**config.mk**
```make
export PLATFORM = sky130hd
export DESIGN_NAME = ir_interrupt_ident
export DESIGN_NICKNAME = d
export VERILOG_FILES = /design/src/core/ir_ident_pkg.sv /design/src/core/ir_interrupt_ident.sv
export SDC_FILE = /design/constraint.sdc
export NUM_CORES = 1
export LEC_CHECK = 0
export ABC_CLOCK_PERIOD_IN_PS = 2400
export BUFFER_PORTS_ARGS = -buffer_cell sky130_fd_sc_hd__buf_2
export CORE_MARGIN = 5
export CORE_UTILIZATION = 45
export CTS_BUF_LIST = sky130_fd_sc_hd__clkbuf_8 sky130_fd_sc_hd__clkbuf_16
export DETAILED_ROUTE_END_ITERATION = 8
export HOLD_SLACK_MARGIN = 0.05
export PLACE_DENSITY = 0.73
export SETUP_SLACK_MARGIN = 0.5
export SYNTH_ARGS = -nofsm -noshare
export SYNTH_HDL_FRONTEND = slang
export SYNTH_SLANG_ARGS = --single-unit
```
**constraint.sdc**
```tcl
create_clock -name aclk -period 2.4 [get_ports aclk]
set_input_delay 0.12 -clock aclk [delete_from_list [all_inputs] [get_ports aclk]]
set_output_delay 0.12 -clock aclk [all_outputs]
set_load 0.005 [all_outputs]
```
**src/core/ir_ident_pkg.sv**
```systemverilog
// Purpose: Shared constants for the interrupt identification block
// Assumes: 32-bit AXI4-Lite register access, one aligned word per register
// Notes:   Byte address of a register is four times its index
package ir_ident_pkg;

    // Register map
    localparam int unsigned      IDX_IDENT  = 2;
    localparam logic [3:0]       ADDR_IDENT = 4'(4 * IDX_IDENT);
    localparam logic [3:0]       ADDR_CTRL  = 4'hC;

    // Identification byte layout
    localparam int unsigned      BIT_RX_THR     = 0;
    localparam int unsigned      BIT_TX_THR     = 1;
    localparam int unsigned      BIT_LAST_READ  = 2;
    localparam int unsigned      BIT_SQ_TIMEOUT = 2;
    localparam int unsigned      BIT_OVERRUN    = 3;
    localparam int unsigned      BIT_SQ_THR     = 4;
    localparam int unsigned      BIT_UNDERRUN   = 5;
    localparam int unsigned      BIT_TC         = 6;
    localparam int unsigned      BIT_EOF        = 7;

    // Control register layout
    localparam int unsigned      CTRL_DMA_BIT    = 3;
    localparam int unsigned      CTRL_REMOTE_BIT = 4;
    localparam int unsigned      CTRL_RXT_LSB    = 8;
    localparam int unsigned      CTRL_TXT_LSB    = 16;
    localparam int unsigned      THR_W           = 8;
    localparam logic [31:0]      CTRL_MASK       = 32'h00FF_FF18;
    localparam logic [31:0]      CTRL_RESET      = 32'h0001_0100;

    // AXI responses
    localparam logic [1:0]       RESP_OKAY   = 2'h0;
    localparam logic [1:0]       RESP_SLVERR = 2'h2;

    // Terminal count synchroniser depth
    localparam int unsigned      SYNC_STAGES = 3;

    typedef enum logic [2:0] {
        MODE_PIO    = 3'h1,
        MODE_DMA    = 3'h2,
        MODE_REMOTE = 3'h4
    } mode_type;

endpackage : ir_ident_pkg

```
**src/core/ir_interrupt_ident.sv**
```systemverilog
// Purpose: Interrupt identification byte of a serial infrared controller
// Assumes: FIFO levels and event pulses come from logic on aclk
// Notes:   Terminal count arrives from a pin and is synchronised
`timescale 1ns/1ps
module ir_interrupt_ident
    import ir_ident_pkg::*;
#(
    parameter int unsigned LEVEL_W    = 7,
    parameter int unsigned PEND_W     = 4,
    parameter int unsigned AXI_ADDR_W = 4
) (
    input  wire logic                  aclk,
    input  wire logic                  aresetn,
    input  wire logic [AXI_ADDR_W-1:0] s_axi_awaddr,
    input  wire logic                  s_axi_awvalid,
    output logic                       s_axi_awready,
    input  wire logic [31:0]           s_axi_wdata,
    input  wire logic [3:0]            s_axi_wstrb,
    input  wire logic                  s_axi_wvalid,
    output logic                       s_axi_wready,
    output logic [1:0]                 s_axi_bresp,
    output logic                       s_axi_bvalid,
    input  wire logic                  s_axi_bready,
    input  wire logic [AXI_ADDR_W-1:0] s_axi_araddr,
    input  wire logic                  s_axi_arvalid,
    output logic                       s_axi_arready,
    output logic [31:0]                s_axi_rdata,
    output logic [1:0]                 s_axi_rresp,
    output logic                       s_axi_rvalid,
    input  wire logic                  s_axi_rready,
    input  wire logic [LEVEL_W-1:0]    rx_level,
    input  wire logic [LEVEL_W-1:0]    tx_level,
    input  wire logic                  rx_byte_arrive,
    input  wire logic                  rx_fifo_full,
    input  wire logic                  rx_eof_detect,
    input  wire logic                  rx_last_byte_read,
    input  wire logic                  overrun_service,
    input  wire logic                  tx_underrun,
    input  wire logic                  underrun_service,
    input  wire logic                  sq_timeout_event,
    input  wire logic                  sq_threshold_event,
    input  wire logic                  status_queue_read,
    input  wire logic                  terminal_count,
    output logic                       rx_accept_enable,
    output logic [7:0]                 interrupt_ident_byte
);

    if (LEVEL_W < 1 || LEVEL_W > THR_W) begin : g_chk_level
        $error("LEVEL_W must lie between 1 and THR_W");
    end
    if (PEND_W < 1) begin : g_chk_pend
        $error("PEND_W must be at least 1");
    end
    if (AXI_ADDR_W < 4) begin : g_chk_addr
        $error("AXI_ADDR_W must be at least 4");
    end

    // Address decode helpers
    function automatic logic hit(input logic [AXI_ADDR_W-1:0] a, input logic [3:0] off);
        logic [AXI_ADDR_W-1:0] ext;
        ext = AXI_ADDR_W'(off);
        hit = (a[AXI_ADDR_W-1:2] == ext[AXI_ADDR_W-1:2]);
    endfunction : hit

    // Control register and mode
    logic [31:0]       ctrl_ff;
    logic [31:0]       nxt_ctrl;
    mode_type          mode;
    logic [THR_W-1:0]  rx_thr;
    logic [THR_W-1:0]  tx_thr;

    always_comb begin
        if (ctrl_ff[CTRL_DMA_BIT]) begin
            mode = MODE_DMA;
        end else if (ctrl_ff[CTRL_REMOTE_BIT]) begin
            mode = MODE_REMOTE;
        end else begin
            mode = MODE_PIO;
        end
    end

    assign rx_thr = ctrl_ff[CTRL_RXT_LSB +: THR_W];
    assign tx_thr = ctrl_ff[CTRL_TXT_LSB +: THR_W];

    // Write channel state
    logic                  aw_held_ff;
    logic                  nxt_aw_held;
    logic [AXI_ADDR_W-1:0] awaddr_ff;
    logic [AXI_ADDR_W-1:0] nxt_awaddr;
    logic                  w_held_ff;
    logic                  nxt_w_held;
    logic [31:0]           wdata_ff;
    logic [31:0]           nxt_wdata;
    logic [3:0]            wstrb_ff;
    logic [3:0]            nxt_wstrb;
    logic                  bvalid_ff;
    logic                  nxt_bvalid;
    logic [1:0]            bresp_ff;
    logic [1:0]            nxt_bresp;
    logic                  do_write;

    assign s_axi_awready = !aw_held_ff;
    assign s_axi_wready  = !w_held_ff;
    assign s_axi_bvalid  = bvalid_ff;
    assign s_axi_bresp   = bresp_ff;
    assign do_write      = aw_held_ff && w_held_ff && !bvalid_ff;

    always_comb begin
        nxt_aw_held = aw_held_ff;
        nxt_awaddr  = awaddr_ff;
        nxt_w_held  = w_held_ff;
        nxt_wdata   = wdata_ff;
        nxt_wstrb   = wstrb_ff;
        nxt_bvalid  = bvalid_ff;
        nxt_bresp   = bresp_ff;
        nxt_ctrl    = ctrl_ff;
        if (s_axi_bvalid && s_axi_bready) begin
            nxt_bvalid = 1'b0;
        end
        if (do_write) begin
            nxt_aw_held = 1'b0;
            nxt_w_held  = 1'b0;
            nxt_bvalid  = 1'b1;
            nxt_bresp   = RESP_SLVERR;
            if (hit(awaddr_ff, ADDR_CTRL)) begin
                nxt_bresp = RESP_OKAY;
                for (int i = 0; i < 4; i++) begin
                    if (wstrb_ff[i]) begin
                        nxt_ctrl[8*i +: 8] = wdata_ff[8*i +: 8];
                    end
                end
                nxt_ctrl = nxt_ctrl & CTRL_MASK;
            end
        end
        if (s_axi_awvalid && s_axi_awready) begin
            nxt_aw_held = 1'b1;
            nxt_awaddr  = s_axi_awaddr;
        end
        if (s_axi_wvalid && s_axi_wready) begin
            nxt_w_held = 1'b1;
            nxt_wdata  = s_axi_wdata;
            nxt_wstrb  = s_axi_wstrb;
        end
    end

    always_ff @(posedge aclk) begin
        if (!aresetn) begin
            aw_held_ff <= 1'b0;
            awaddr_ff  <= '0;
            w_held_ff  <= 1'b0;
            wdata_ff   <= '0;
            wstrb_ff   <= '0;
            bvalid_ff  <= 1'b0;
            bresp_ff   <= RESP_OKAY;
            ctrl_ff    <= CTRL_RESET;
        end else begin
            aw_held_ff <= nxt_aw_held;
            awaddr_ff  <= nxt_awaddr;
            w_held_ff  <= nxt_w_held;
            wdata_ff   <= nxt_wdata;
            wstrb_ff   <= nxt_wstrb;
            bvalid_ff  <= nxt_bvalid;
            bresp_ff   <= nxt_bresp;
            ctrl_ff    <= nxt_ctrl;
        end
    end

    // Terminal count synchroniser and filter
    logic [SYNC_STAGES-1:0] tc_sync_ff;
    logic [SYNC_STAGES-1:0] nxt_tc_sync;
    logic                   tc_level_ff;
    logic                   nxt_tc_level;
    logic                   tc_rise;

    always_comb begin
        nxt_tc_sync  = {tc_sync_ff[SYNC_STAGES-2:0], terminal_count};
        nxt_tc_level = tc_level_ff;
        if (tc_sync_ff[1] == tc_sync_ff[2]) begin
            nxt_tc_level = tc_sync_ff[2];
        end
        tc_rise = !tc_level_ff && tc_sync_ff[1] && tc_sync_ff[2];
    end

    always_ff @(posedge aclk) begin
        if (!aresetn) begin
            tc_sync_ff  <= '0;
            tc_level_ff <= 1'b0;
        end else begin
            tc_sync_ff  <= nxt_tc_sync;
            tc_level_ff <= nxt_tc_level;
        end
    end

    // Read channel and identification byte
    logic        rvalid_ff;
    logic        nxt_rvalid;
    logic [31:0] rdata_ff;
    logic [31:0] nxt_rdata;
    logic [1:0]  rresp_ff;
    logic [1:0]  nxt_rresp;
    logic        ident_read;
    logic [7:0]  ident_view;

    logic        rx_over;
    logic        tx_below;
    logic        last_read_ff;
    logic        eof_ff;
    logic        overrun_ff;
    logic        underrun_ff;
    logic        sq_to_ff;
    logic        sq_thr_ff;
    logic        tc_ff;

    assign rx_over  = (THR_W'(rx_level) >= rx_thr);
    assign tx_below = (THR_W'(tx_level) < tx_thr);

    always_comb begin
        ident_view = 8'h00;
        unique case (mode)
            MODE_PIO: begin
                ident_view[BIT_RX_THR]    = rx_over;
                ident_view[BIT_TX_THR]    = tx_below;
                ident_view[BIT_LAST_READ] = last_read_ff;
                ident_view[BIT_OVERRUN]   = overrun_ff;
                ident_view[BIT_UNDERRUN]  = underrun_ff;
                ident_view[BIT_EOF]       = eof_ff;
            end
            MODE_DMA: begin
                ident_view[BIT_SQ_TIMEOUT] = sq_to_ff;
                ident_view[BIT_SQ_THR]     = sq_thr_ff;
                ident_view[BIT_UNDERRUN]   = underrun_ff;
                ident_view[BIT_TC]         = tc_ff;
            end
            MODE_REMOTE: begin
                ident_view[BIT_RX_THR]   = rx_over;
                ident_view[BIT_TX_THR]   = tx_below;
                ident_view[BIT_OVERRUN]  = overrun_ff;
                ident_view[BIT_UNDERRUN] = underrun_ff;
            end
        endcase
    end

    assign s_axi_arready = !rvalid_ff;
    assign s_axi_rvalid  = rvalid_ff;
    assign s_axi_rdata   = rdata_ff;
    assign s_axi_rresp   = rresp_ff;
    assign ident_read    = s_axi_arvalid && s_axi_arready && hit(s_axi_araddr, ADDR_IDENT);
    assign interrupt_ident_byte = ident_view;

    always_comb begin
        nxt_rvalid = rvalid_ff;
        nxt_rdata  = rdata_ff;
        nxt_rresp  = rresp_ff;
        if (s_axi_rvalid && s_axi_rready) begin
            nxt_rvalid = 1'b0;
        end
        if (s_axi_arvalid && s_axi_arready) begin
            nxt_rvalid = 1'b1;
            nxt_rresp  = RESP_OKAY;
            if (ident_read) begin
                nxt_rdata = {24'h000000, ident_view};
            end else if (hit(s_axi_araddr, ADDR_CTRL)) begin
                nxt_rdata = ctrl_ff & CTRL_MASK;
            end else begin
                nxt_rdata = 32'h0000_0000;
                nxt_rresp = RESP_SLVERR;
            end
        end
    end

    always_ff @(posedge aclk) begin
        if (!aresetn) begin
            rvalid_ff <= 1'b0;
            rdata_ff  <= '0;
            rresp_ff  <= RESP_OKAY;
        end else begin
            rvalid_ff <= nxt_rvalid;
            rdata_ff  <= nxt_rdata;
            rresp_ff  <= nxt_rresp;
        end
    end

    // Sticky flags, set wins over clear
    logic              nxt_last_read;
    logic              nxt_eof;
    logic              nxt_overrun;
    logic              nxt_underrun;
    logic              nxt_sq_to;
    logic              nxt_sq_thr;
    logic              nxt_tc;
    logic [PEND_W-1:0] eof_pend_ff;
    logic [PEND_W-1:0] nxt_eof_pend;
    logic              is_pio;
    logic              is_dma;
    logic              last_ok;

    assign is_pio           = (mode == MODE_PIO);
    assign is_dma           = (mode == MODE_DMA);
    assign last_ok          = is_pio && rx_last_byte_read && (eof_pend_ff != '0);
    assign rx_accept_enable = !overrun_ff;

    always_comb begin
        nxt_last_read = last_read_ff;
        nxt_eof       = eof_ff;
        nxt_overrun   = overrun_ff;
        nxt_underrun  = underrun_ff;
        nxt_sq_to     = sq_to_ff;
        nxt_sq_thr    = sq_thr_ff;
        nxt_tc        = tc_ff;
        nxt_eof_pend  = eof_pend_ff;
        if (is_pio && ident_read) begin
            nxt_last_read = 1'b0;
            nxt_eof       = 1'b0;
        end
        if (last_ok) begin
            nxt_last_read = 1'b1;
        end
        if (is_pio && rx_eof_detect) begin
            nxt_eof = 1'b1;
        end
        if (last_ok && !(is_pio && rx_eof_detect)) begin
            nxt_eof_pend = eof_pend_ff - PEND_W'(1);
        end else if (!last_ok && is_pio && rx_eof_detect && (eof_pend_ff != '1)) begin
            nxt_eof_pend = eof_pend_ff + PEND_W'(1);
        end
        if (overrun_service) begin
            nxt_overrun = 1'b0;
        end
        if (!is_dma && rx_byte_arrive && rx_fifo_full) begin
            nxt_overrun = 1'b1;
        end
        if (underrun_service) begin
            nxt_underrun = 1'b0;
        end
        if (tx_underrun) begin
            nxt_underrun = 1'b1;
        end
        if (status_queue_read) begin
            nxt_sq_to  = 1'b0;
            nxt_sq_thr = 1'b0;
            nxt_tc     = 1'b0;
        end
        if (is_dma && sq_timeout_event) begin
            nxt_sq_to = 1'b1;
        end
        if (is_dma && sq_threshold_event) begin
            nxt_sq_thr = 1'b1;
        end
        if (is_dma && tc_rise) begin
            nxt_tc = 1'b1;
        end
    end

    always_ff @(posedge aclk) begin
        if (!aresetn) begin
            last_read_ff <= 1'b0;
            eof_ff       <= 1'b0;
            overrun_ff   <= 1'b0;
            underrun_ff  <= 1'b0;
            sq_to_ff     <= 1'b0;
            sq_thr_ff    <= 1'b0;
            tc_ff        <= 1'b0;
            eof_pend_ff  <= '0;
        end else begin
            last_read_ff <= nxt_last_read;
            eof_ff       <= nxt_eof;
            overrun_ff   <= nxt_overrun;
            underrun_ff  <= nxt_underrun;
            sq_to_ff     <= nxt_sq_to;
            sq_thr_ff    <= nxt_sq_thr;
            tc_ff        <= nxt_tc;
            eof_pend_ff  <= nxt_eof_pend;
        end
    end

endmodule : ir_interrupt_ident

```
==> results of run 1 <==
cells in the mapped netlist (all sizes together), types with 2 or more instances:
cell type,n
a21oi,49
inv,26
a22oi,24
dfxtp,86
nand2b,4
nand3,24
mux2i,5
a21o,2
o21ai,9
xnor2,2
nand4,2
nand3b,2
ha,15
nor3,2
nor2b,2
a211oi,2
buf,15
and2,8
nand2,76
clkbuf,17
nor2,40
or4,2
critical path: cells and delay by family (launching register included):
kind / cells / cell delay [ns]
simple gates: 4 / 0.86
compound gates: 2 / 0.34
flops: 1 / 0.33
mux: 2 / 0.30
fa+ha+maj: 1 / 0.20
buf+inv: 1 / 0.05
power by group:
group / internal [mW] / total, mW / leakage, nW / switching [mW]
sequential: 1.51 / 1.58 / 0.706 / 0.0660
combinational: 0.312 / 0.628 / 1.30 / 0.316
clock: 0.421 / 0.965 / 0.0914 / 0.544
state kept, by name (all words and copies together), names as in the netlist, 2 cells and up:
name and count:
ctrl_ff 18, eof_pend_ff 4, awaddr_ff 2, wdata_ff 18
tc_sync_ff 3, wstrb_ff 3, s_axi_rdata 24
layer usage:
metal  vias up  global-route usage  routed length [um]
li1       1705                   -                   -
met1      1492               0.240                4150
met4         0              0.0599                 119
met2       107               0.313                4410
met5         -                   0                   0
met3        13              0.0407                 561
through the flow:
| stage | cell area (um2) | worst slack (ns) | utilization |
|---|---|---|---|
| 6_report | 4860 | 0.221 | 0.626 |
| 5_1_grt | 4860 | 0.116 | 0.626 |
| 4_1_cts | 4830 | 0.229 | 0.622 |
| 3_5_place_dp | 4170 | 0.219 | 0.536 |
| 3_3_place_gp | 4170 | 0.251 | 0.536 |
| 2_1_floorplan | 3680 | 0.299 | - |
cell usage in the layout (no fill, tap or decap), drive strengths merged, types with 10 or more instances in the layout:
master	count
a21oi	49
a22oi	24
buf	112
clkbuf	10
conb	10
dfxtp	86
dlygate4sd3	30
ha	15
inv	29
nand2	76
nand3	24
nor2	40
layout make-up:
cell class / instances / share of cell area
multi-input combinational: 297 / 0.371
tap: 102 / 0.0263
sequential: 86 / 0.358
inverter: 26 / 0.0201
clock inverter: 6 / 0.0108
clock buffer: 10 / 0.0283
timing repair buffer: 142 / 0.185
cells by family after synthesis:
logic type                 after synthesis
buffers and inverters                   58
and+or+nand+nor                        170
xor gates and xnor gates                 2
muxes                                    5
adders and majority gates               16
other                                    1
AOI/OAI and AO/OA                       94
DFF                                     86
path summary, 6_finish.rpt:
kind / from / endpoint / cells after the start
max reg2reg: eof_pend_ff[3] / eof_pend_ff[3] / 10
min: s_axi_bready / s_axi_bvalid / 4
max: eof_pend_ff[3] / eof_pend_ff[3] / 10
min reg2reg: tc_sync_ff[0] / tc_sync_ff[1] / 1
what timing repair did:
| item | 4_1_cts | 5_1_grt |
|---|---|---|
| gates resized for setup | 23 | 5 |
| endpoints found under the hold margin | 30 | 0 |
| setup endpoints to repair | 4 | 4 |
| pin swaps | 8 | 5 |
| setup buffers | 9 | 1 |
| hold buffers | 30 | 0 |
==> results.yml, run 1 <==
power:
  power.leakage_nw: 2.10
  peakVddDrop_mv: 0.307
  p_total_mw: 3.17
  power.density_cell_area_mw_per_mm2: 652
setup_path:
  cp_startpoint_kind: "flip-flop"
  path_common_cell: "sky130_fd_sc_hd__mux2i_1"
  slowest_delay_ns: 0.56
  critical_path.cell_chain: "or4_4 > nand3_2 > or2_4 > inv_2 > ha_4 > a21o_2 > a21oi_2 > mux2i_1 > nand2_1 > mux2i_1"
  crit_path_required_time_ns: 2.64
  reg2reg_setup_slack_ns: 0.22
  critPathSlowestCell: "sky130_fd_sc_hd__or4_4"
  timing_worst_setup_path_type: "reg2reg"
  cp_max_fo: 2
  crit_arrival_ns: 2.42
  kind_of_end_point_of_the_critical_path: "flip-flop"
clock_network:
  numCtsBuffers: 9
  cts_num_sinks: 86
  tritoncts: "yes"
  clk_path_buf_depth: 2
  clk-insertion-delay-late_ns: 0.35
  clockRootBuffer: "sky130_fd_sc_hd__clkbuf_8"
  htreeDepth: 3
  cts.clk_slew.worst_paths_ns: 0.09
route:
  drt-pass1-iter-count: 4
  route.detailed.wl_per_inst_um: 13.8
  vias: 3317
  via_per_inst: 4.96
  drt.antenna.violating_nets: 0
  drt_drc_violations_left: 0
  postRouteWirelength_um: 9240
  drt_first_iter_violations: 159
logic_synthesis:
  synthesis.area_per_instance_um2: 8.37
  syn-cell-area_mm2: 0.00362
  yosysSeqAreaShare: 0.476
  muxShareOfSynthArea: 0.0138
  dominant_combinational_cell_family_by_area_after_synthesis: "simple AND/OR/NAND/NOR gates"
  synth-simple-area-share: 0.214
  synth_top_area_frac: 0.476
  synth_xor_area_frac: 0.00484
  synthAdderAreaFrac: 0.0574
  synth-async-reset-ratio: 0
  synth-seq-cells: 86
  ys_top_cells_by_area: "sky130_fd_sc_hd__dfxtp_1 48%, sky130_fd_sc_hd__nand2_1 7.9%, sky130_fd_sc_hd__a21oi_1 6.8%"
  synth.lib_cells_used.distinct: 48
  synth_cells: 432
  netlist.top_cell.by_area: "sky130_fd_sc_hd__dfxtp_1"
  ys_dominant_reg_cell: "sky130_fd_sc_hd__dfxtp_1"
  synthesis.yosys.warnings: 0
  synth-compound-area-share: 0.160
  synth-edff-count: 0
timing:
  min_period_over_period: 0.908
  timing.hold.ws_ns: 0.0673
  timing.max_slew.rel_slack: 0.365
  post-route-min-period_ns: 2.18
  setup_viol_count_final: 0
  timing_worst_slew_pin_value_ns: 0.951
  report.final.slew_viol_count: 0
  fmax_mhz: 459
  grt_setup_unrepaired: "yes"
  fin_skew_ns: 0.00807
  report.final.hold_viol_count: 0
  totalNegativeSetupSlack_ns: 0
die:
  die_x_um: 99.7
  die-height_um: 99.7
  fp.dieArea_mm2: 0.00993
  std_cell_rows: 32
  initial_core_util: 0.466
  placeableCoreArea_mm2: 0.00777
  io_pins: 126
layout:
  register_area_mm2: 0.00174
  area_occupied_by_multi_input_gates_mm2: 0.00180
  syn2layout_area_growth_pct: 34.4
  final_cell_count_no_fill: 669
  net_count_of_the_finished_layout: 654
  num_antenna_cells: 0
  fillerInstances: 699
  final_layout_size_suffix_gt1_frac: 0.296
global_route:
  grt.total_usage: 0.187
  antenna_found_initial: 0
  first_pass_grt_wire_length_um: 15100
  grt_pass1_vias: 3220
  grt_overflow_total: 0
  grt_start_max_net_pins: 57
placed_design:
  port-buffer-count: 96
  dpl.hpwl_um: 6390
  place_congestion: 0.848
  placed_cells_incl_taps: 613
job:
  drv_cap: 0
status:
  run_status: "finished clean"
worst_hold_path:
  hold_path.class: "in2reg"
Power figures use the tool's default switching activity.
==> inputs of run 2 (changes only) <==
==> constraint.sdc (replaced) <==
create_clock -name aclk -period 2.4 [get_ports aclk]
set_input_delay 0.48 -clock aclk [delete_from_list [all_inputs] [get_ports aclk]]
set_output_delay 0.48 -clock aclk [all_outputs]
set_load 0.005 [all_outputs]
==> results.yml, run 2 (synthesis gave the netlist of run 1 again) <==
status:
  run_status: "finished clean"
setup_path:
  kind_of_end_point_of_the_critical_path: "output port"
  cp_max_fo: 2
  cp_startpoint_kind: "flip-flop"
  crit_path_required_time_ns: 1.92
  crit_arrival_ns: 1.83
  timing_worst_setup_path_type: "reg2out"
global_route:
  first_pass_grt_wire_length_um: 14800
  grt_start_max_net_pins: 52
  antenna_found_initial: 0
  grt_pass1_vias: 3307
  grt_overflow_total: 0
  grt.total_usage: 0.182
layout:
  fillerInstances: 682
  syn2layout_area_growth_pct: 36.3
  layout.cells.most_common: "sky130_fd_sc_hd__buf_2"
  final_layout_size_suffix_gt1_frac: 0.363
  num_antenna_cells: 0
  final_util: 0.635
  largest_register_ff_count: 24
  net_count_of_the_finished_layout: 649
  final_cell_count_no_fill: 664
  postLayoutCellArea_mm2: 0.00493
  most-common-layout-cells: "96 x sky130_fd_sc_hd__buf_2, 76 x sky130_fd_sc_hd__nand2_1, 71 x sky130_fd_sc_hd__dfxtp_1"
route:
  vias: 3365
  postRouteWirelength_um: 9350
  drt_first_iter_violations: 155
  drt-pass1-iter-count: 5
  route.detailed.wl_per_inst_um: 14.1
  drt.antenna.violating_nets: 0
  via_per_inst: 5.07
  drt_drc_violations_left: 0
clock_network:
  clockRootBuffer: "sky130_fd_sc_hd__clkbuf_8"
  numCtsBuffers: 9
  htreeDepth: 3
  tritoncts: "yes"
  cts.clk_slew.worst_paths_ns: 0.08
  cts_num_sinks: 86
  clk_path_buf_depth: 2
  clk-insertion-delay-late_ns: 0.34
placed_design:
  dpl.hpwl_um: 6420
  place_area_mm2: 0.00425
  placed_cells_incl_taps: 616
  port-buffer-count: 96
  place_congestion: 0.844
power:
  power.density_cell_area_mw_per_mm2: 741
  power.leakage_nw: 2.16
  peakVddDrop_mv: 0.340
  p_total_mw: 3.66
timing:
  grt_setup_unrepaired: "yes"
  report.final.hold_viol_count: 0
  setup_viol_count_final: 0
  fin_skew_ns: 0.00764
  report.final.slew_viol_count: 0
  timing_worst_slew_pin_value_ns: 0.639
  post-route-min-period_ns: 2.31
  timing.max_slew.rel_slack: 0.573
  fmax_mhz: 433
  totalNegativeSetupSlack_ns: 0
  min_period_over_period: 0.962
die:
  initial_core_util: 0.466
  std_cell_rows: 32
  die_x_um: 99.7
  placeableCoreArea_mm2: 0.00777
  io_pins: 126
  die-height_um: 99.7
  fp.dieArea_mm2: 0.00993
worst_hold_path:
  hold_path.class: "in2reg"
job:
  drv_cap: 0
run 2: cell count changes in the layout (fill, tap and decap cells not counted), moves of 3 or more:
cell	change
sky130_fd_sc_hd__buf_4	+8
sky130_fd_sc_hd__ha_1	-3
sky130_fd_sc_hd__buf_6	+17
sky130_fd_sc_hd__dfxtp_4	+3
sky130_fd_sc_hd__dlygate4sd3_1	-30
run 2: final timing paths:
| check | start | cells past startpoint | slack, ns | to |
|---|---|---|---|---|
| setup / recovery | ctrl_ff[8] | 7 | 0.09 | interrupt_ident_byte[0] |
| hold / removal | s_axi_rready | 2 | 0.32 | s_axi_rvalid |
| setup reg to reg | eof_pend_ff[3] | 10 | 0.16 | eof_pend_ff[3] |
| hold reg to reg | tc_sync_ff[0] | 1 | 0.45 | tc_sync_ff[1] |
run 2: final cells by class:
| type | instances | area [um2] | share of cell area |
|---|---|---|---|
| clock buffer | 10 | 138 | 0.0279 |
| clock inverter | 6 | 86.3 | 0.0175 |
| inverter | 26 | 105 | 0.0213 |
| multi-input combinational | 297 | 1870 | 0.380 |
| sequential | 86 | 1750 | 0.355 |
| tap | 102 | 128 | 0.0259 |
| timing repair buffer | 137 | 852 | 0.173 |
run 2: layer usage:
metal / global-route usage / up-vias / share of wire
met5: 0 / - / 0
met2: 0.311 / 101 / 0.49
met4: 0.0609 / 0 / 0.024
li1: - / 1688 / -
met1: 0.222 / 1557 / 0.44
met3: 0.0477 / 19 / 0.055
run 2: worst max-delay path: stages, from the launching register on:
cell and delay, ns:
sky130_fd_sc_hd__dfxtp_4 0.36, sky130_fd_sc_hd__ha_4 0.21, sky130_fd_sc_hd__nand2b_4 0.14, sky130_fd_sc_hd__nand3_2 0.06, sky130_fd_sc_hd__a21oi_2 0.06, sky130_fd_sc_hd__or3_1 0.36
sky130_fd_sc_hd__nor3b_2 0.17, sky130_fd_sc_hd__buf_2 0.13
run 2: power by group:
part	internal (mW)	switching [mW]	total [mW]
clock	0.613	0.487	1.10
combinational	0.548	0.415	0.963
sequential	1.52	0.0757	1.59
total	2.68	0.978	3.66
run 2: per-stage QoR:
step | hold slack, ns | setup slack (ns)
6_report | 0.321 | 0.0914
3_3_place_gp | 0.418 | 0.176
3_5_place_dp | 0.431 | 0.161
2_1_floorplan | 0.412 | 0.299
4_1_cts | 0.305 | 0.0943
5_1_grt | 0.298 | -0.00662
run 2: what timing repair did:
| action | CTS | global route |
|---|---|---|
| buffers inserted | 30 | 2 |
| cloned | 0 | 0 |
| endpoints found under the setup margin | 4 | 8 |
| hold buffers | 0 | 0 |
| pin swaps | 11 | 8 |
| resized for setup | 19 | 39 |
==> inputs of run 3 (changes only) <==
--- a/config.mk
+++ b/config.mk
@@ -7,12 +7,14 @@
 export LEC_CHECK = 0
 export ABC_CLOCK_PERIOD_IN_PS = 2400
 export BUFFER_PORTS_ARGS = -buffer_cell sky130_fd_sc_hd__buf_2
+export CELL_PAD_IN_SITES_DETAIL_PLACEMENT = 0
+export CELL_PAD_IN_SITES_GLOBAL_PLACEMENT = 1
 export CORE_MARGIN = 5
-export CORE_UTILIZATION = 45
+export CORE_UTILIZATION = 32
 export CTS_BUF_LIST = sky130_fd_sc_hd__clkbuf_8 sky130_fd_sc_hd__clkbuf_16
 export DETAILED_ROUTE_END_ITERATION = 8
 export HOLD_SLACK_MARGIN = 0.05
-export PLACE_DENSITY = 0.73
+export PLACE_DENSITY = 0.72
 export SETUP_SLACK_MARGIN = 0.5
 export SYNTH_ARGS = -nofsm -noshare
 export SYNTH_HDL_FRONTEND = slang
==> results.yml, run 3 (synthesis gave the netlist of run 1 again) <==
power:
  power.leakage_nw: 2.12
  peakVddDrop_mv: 0.350
  power.density_cell_area_mw_per_mm2: 797
  p_total_mw: 3.95
layout:
  layout.cells.most_common: "sky130_fd_sc_hd__buf_2"
  final_layout_size_suffix_gt1_frac: 0.347
  largest_register_ff_count: 24
  fillerInstances: 1151
  num_antenna_cells: 0
  most-common-layout-cells: "96 x sky130_fd_sc_hd__buf_2, 76 x sky130_fd_sc_hd__nand2_1, 73 x sky130_fd_sc_hd__dfxtp_1"
  syn2layout_area_growth_pct: 36.9
  net_count_of_the_finished_layout: 638
job:
  drv_cap: 0
setup_path:
  ff2ff_path_depth: 10
  crit_path_required_time_ns: 1.92
  crit-reg2reg-capture: "eof_pend_ff[3]"
  path_common_cell: "sky130_fd_sc_hd__a21oi_2"
  critPathSlowestCell: "sky130_fd_sc_hd__or3_4"
  critical_path.cell_chain: "inv_2 > ha_4 > a21oi_2 > a21oi_2 > or3_4 > nor3b_2 > buf_2"
  cp_startpoint_kind: "flip-flop"
  crit_arrival_ns: 1.82
  slowest_delay_ns: 0.38
  cp_max_fo: 2
  kind_of_end_point_of_the_critical_path: "output port"
  rr_startpoint: "eof_pend_ff[2]"
  timing_worst_setup_path_type: "reg2out"
  reg2reg_setup_slack_ns: 0.14
route:
  drt.antenna.violating_nets: 0
  detail_route.wirelength.met1_um: 4520
  via_per_inst: 4.70
  drt_drc_violations_left: 0
  wl_met2_um: 4690
  postRouteWirelength_um: 9860
  drt_first_iter_violations: 176
  vias: 3248
  route.detailed.wl_per_inst_um: 14.3
  highest-signal-layer: "met4"
  drt-pass1-iter-count: 4
  dr_wl_met3_um: 519
die:
  std_cell_rows: 38
  initial_core_util: 0.329
  die_x_um: 116
  placeableCoreArea_mm2: 0.0110
  fp.dieArea_mm2: 0.0135
  io_pins: 126
  die-height_um: 116
global_route:
  grt_overflow_total: 0
  grt_start_max_net_pins: 48
  grt.total_usage: 0.142
  grt_pass1_vias: 3114
  antenna_found_initial: 0
  first_pass_grt_wire_length_um: 15200
placed_design:
  port-buffer-count: 96
  place_congestion: 0.770
  dpl.hpwl_um: 6900
timing:
  fin_skew_ns: 0.00474
  min_period_over_period: 0.960
  report.final.slew_viol_count: 0
  report.final.hold_viol_count: 0
  fmax_mhz: 434
  timing.max_slew.rel_slack: 0.565
  totalNegativeSetupSlack_ns: 0
  setup_viol_count_final: 0
  grt_setup_unrepaired: "yes"
  post-route-min-period_ns: 2.30
  timing_worst_slew_pin_value_ns: 0.651
clock_network:
  clockRootBuffer: "sky130_fd_sc_hd__clkbuf_16"
  cts.clk_slew.worst_paths_ns: 0.06
  tritoncts: "yes"
  cts_num_sinks: 86
  clk_path_buf_depth: 2
  numCtsBuffers: 9
  clk-insertion-delay-late_ns: 0.33
  htreeDepth: 3
  cts_hold_repair.buffers: 0
worst_hold_path:
  hold_path.class: "in2reg"
  whs_endpoint: "s_axi_rvalid"
  hold-path-cell-count: 2
  timing.hold.worst.start: "s_axi_rready"
status:
  run_status: "finished clean"
-- run 3: layout make-up --
class	instances	area, um2	area share
tap	140	175	0.0354
clock buffer	10	239	0.0483
multi-input combinational	297	1870	0.378
inverter	26	105	0.0212
clock inverter	6	67.6	0.0136
timing repair buffer	126	747	0.151
sequential	86	1750	0.353
-- run 3: per-stage QoR --
step / utilization / std cells / setup WS (ns) / hold WS [ns] / instance area, um2
finish: 0.451 / 691 / 0.0953 / 0.336 / 4950
global route: 0.451 / 691 / 0.0307 / 0.332 / 4950
CTS: 0.440 / 691 / 0.101 / 0.324 / 4830
detailed placement: 0.392 / 655 / 0.139 / 0.421 / 4310
global placement: 0.392 / 655 / 0.145 / 0.421 / 4310
floorplan: - / 441 / 0.299 / 0.412 / 3740
-- run 3: timing repair --
item / 4_1_cts / 5_1_grt
resized for setup: 18 / 31
buffers inserted: 20 / 0
setup endpoints to repair: 3 / 7
pin swaps: 8 / 8
-- run 3: routing by layer --
layer	vias up	GRT usage
met4	0	0.0464
met3	11	0.0249
met1	1479	0.182
met5	-	0
met2	85	0.243
li1	1673	-
-- run 3: power by group --
part / total [mW] / internal [mW] / switching, mW
combinational: 0.942 / 0.532 / 0.409
sequential: 1.59 / 1.52 / 0.0747
clock: 1.41 / 0.840 / 0.571
total: 3.95 / 2.89 / 1.05
-- run 3: how the worst max path moves through the flow --
stage                                          to  slack, ns            from
after detailed placement  interrupt_ident_byte[0]       0.14     rx_level[0]
after floorplan                    eof_pend_ff[3]       0.30  eof_pend_ff[1]
after global placement    interrupt_ident_byte[0]       0.14     rx_level[0]
after CTS                 interrupt_ident_byte[0]       0.10      ctrl_ff[8]
final                     interrupt_ident_byte[0]        0.1     ctrl_ff[10]
after global routing      interrupt_ident_byte[0]       0.03     ctrl_ff[13]
-- run 3: critical path, delay by kind of cell (launching register included) --
family | cells | cell delay, ns
compound gates | 2 | 0.21
fa+ha+maj | 1 | 0.21
buf+inv | 2 | 0.18
flops | 1 | 0.35
simple gates | 2 | 0.55
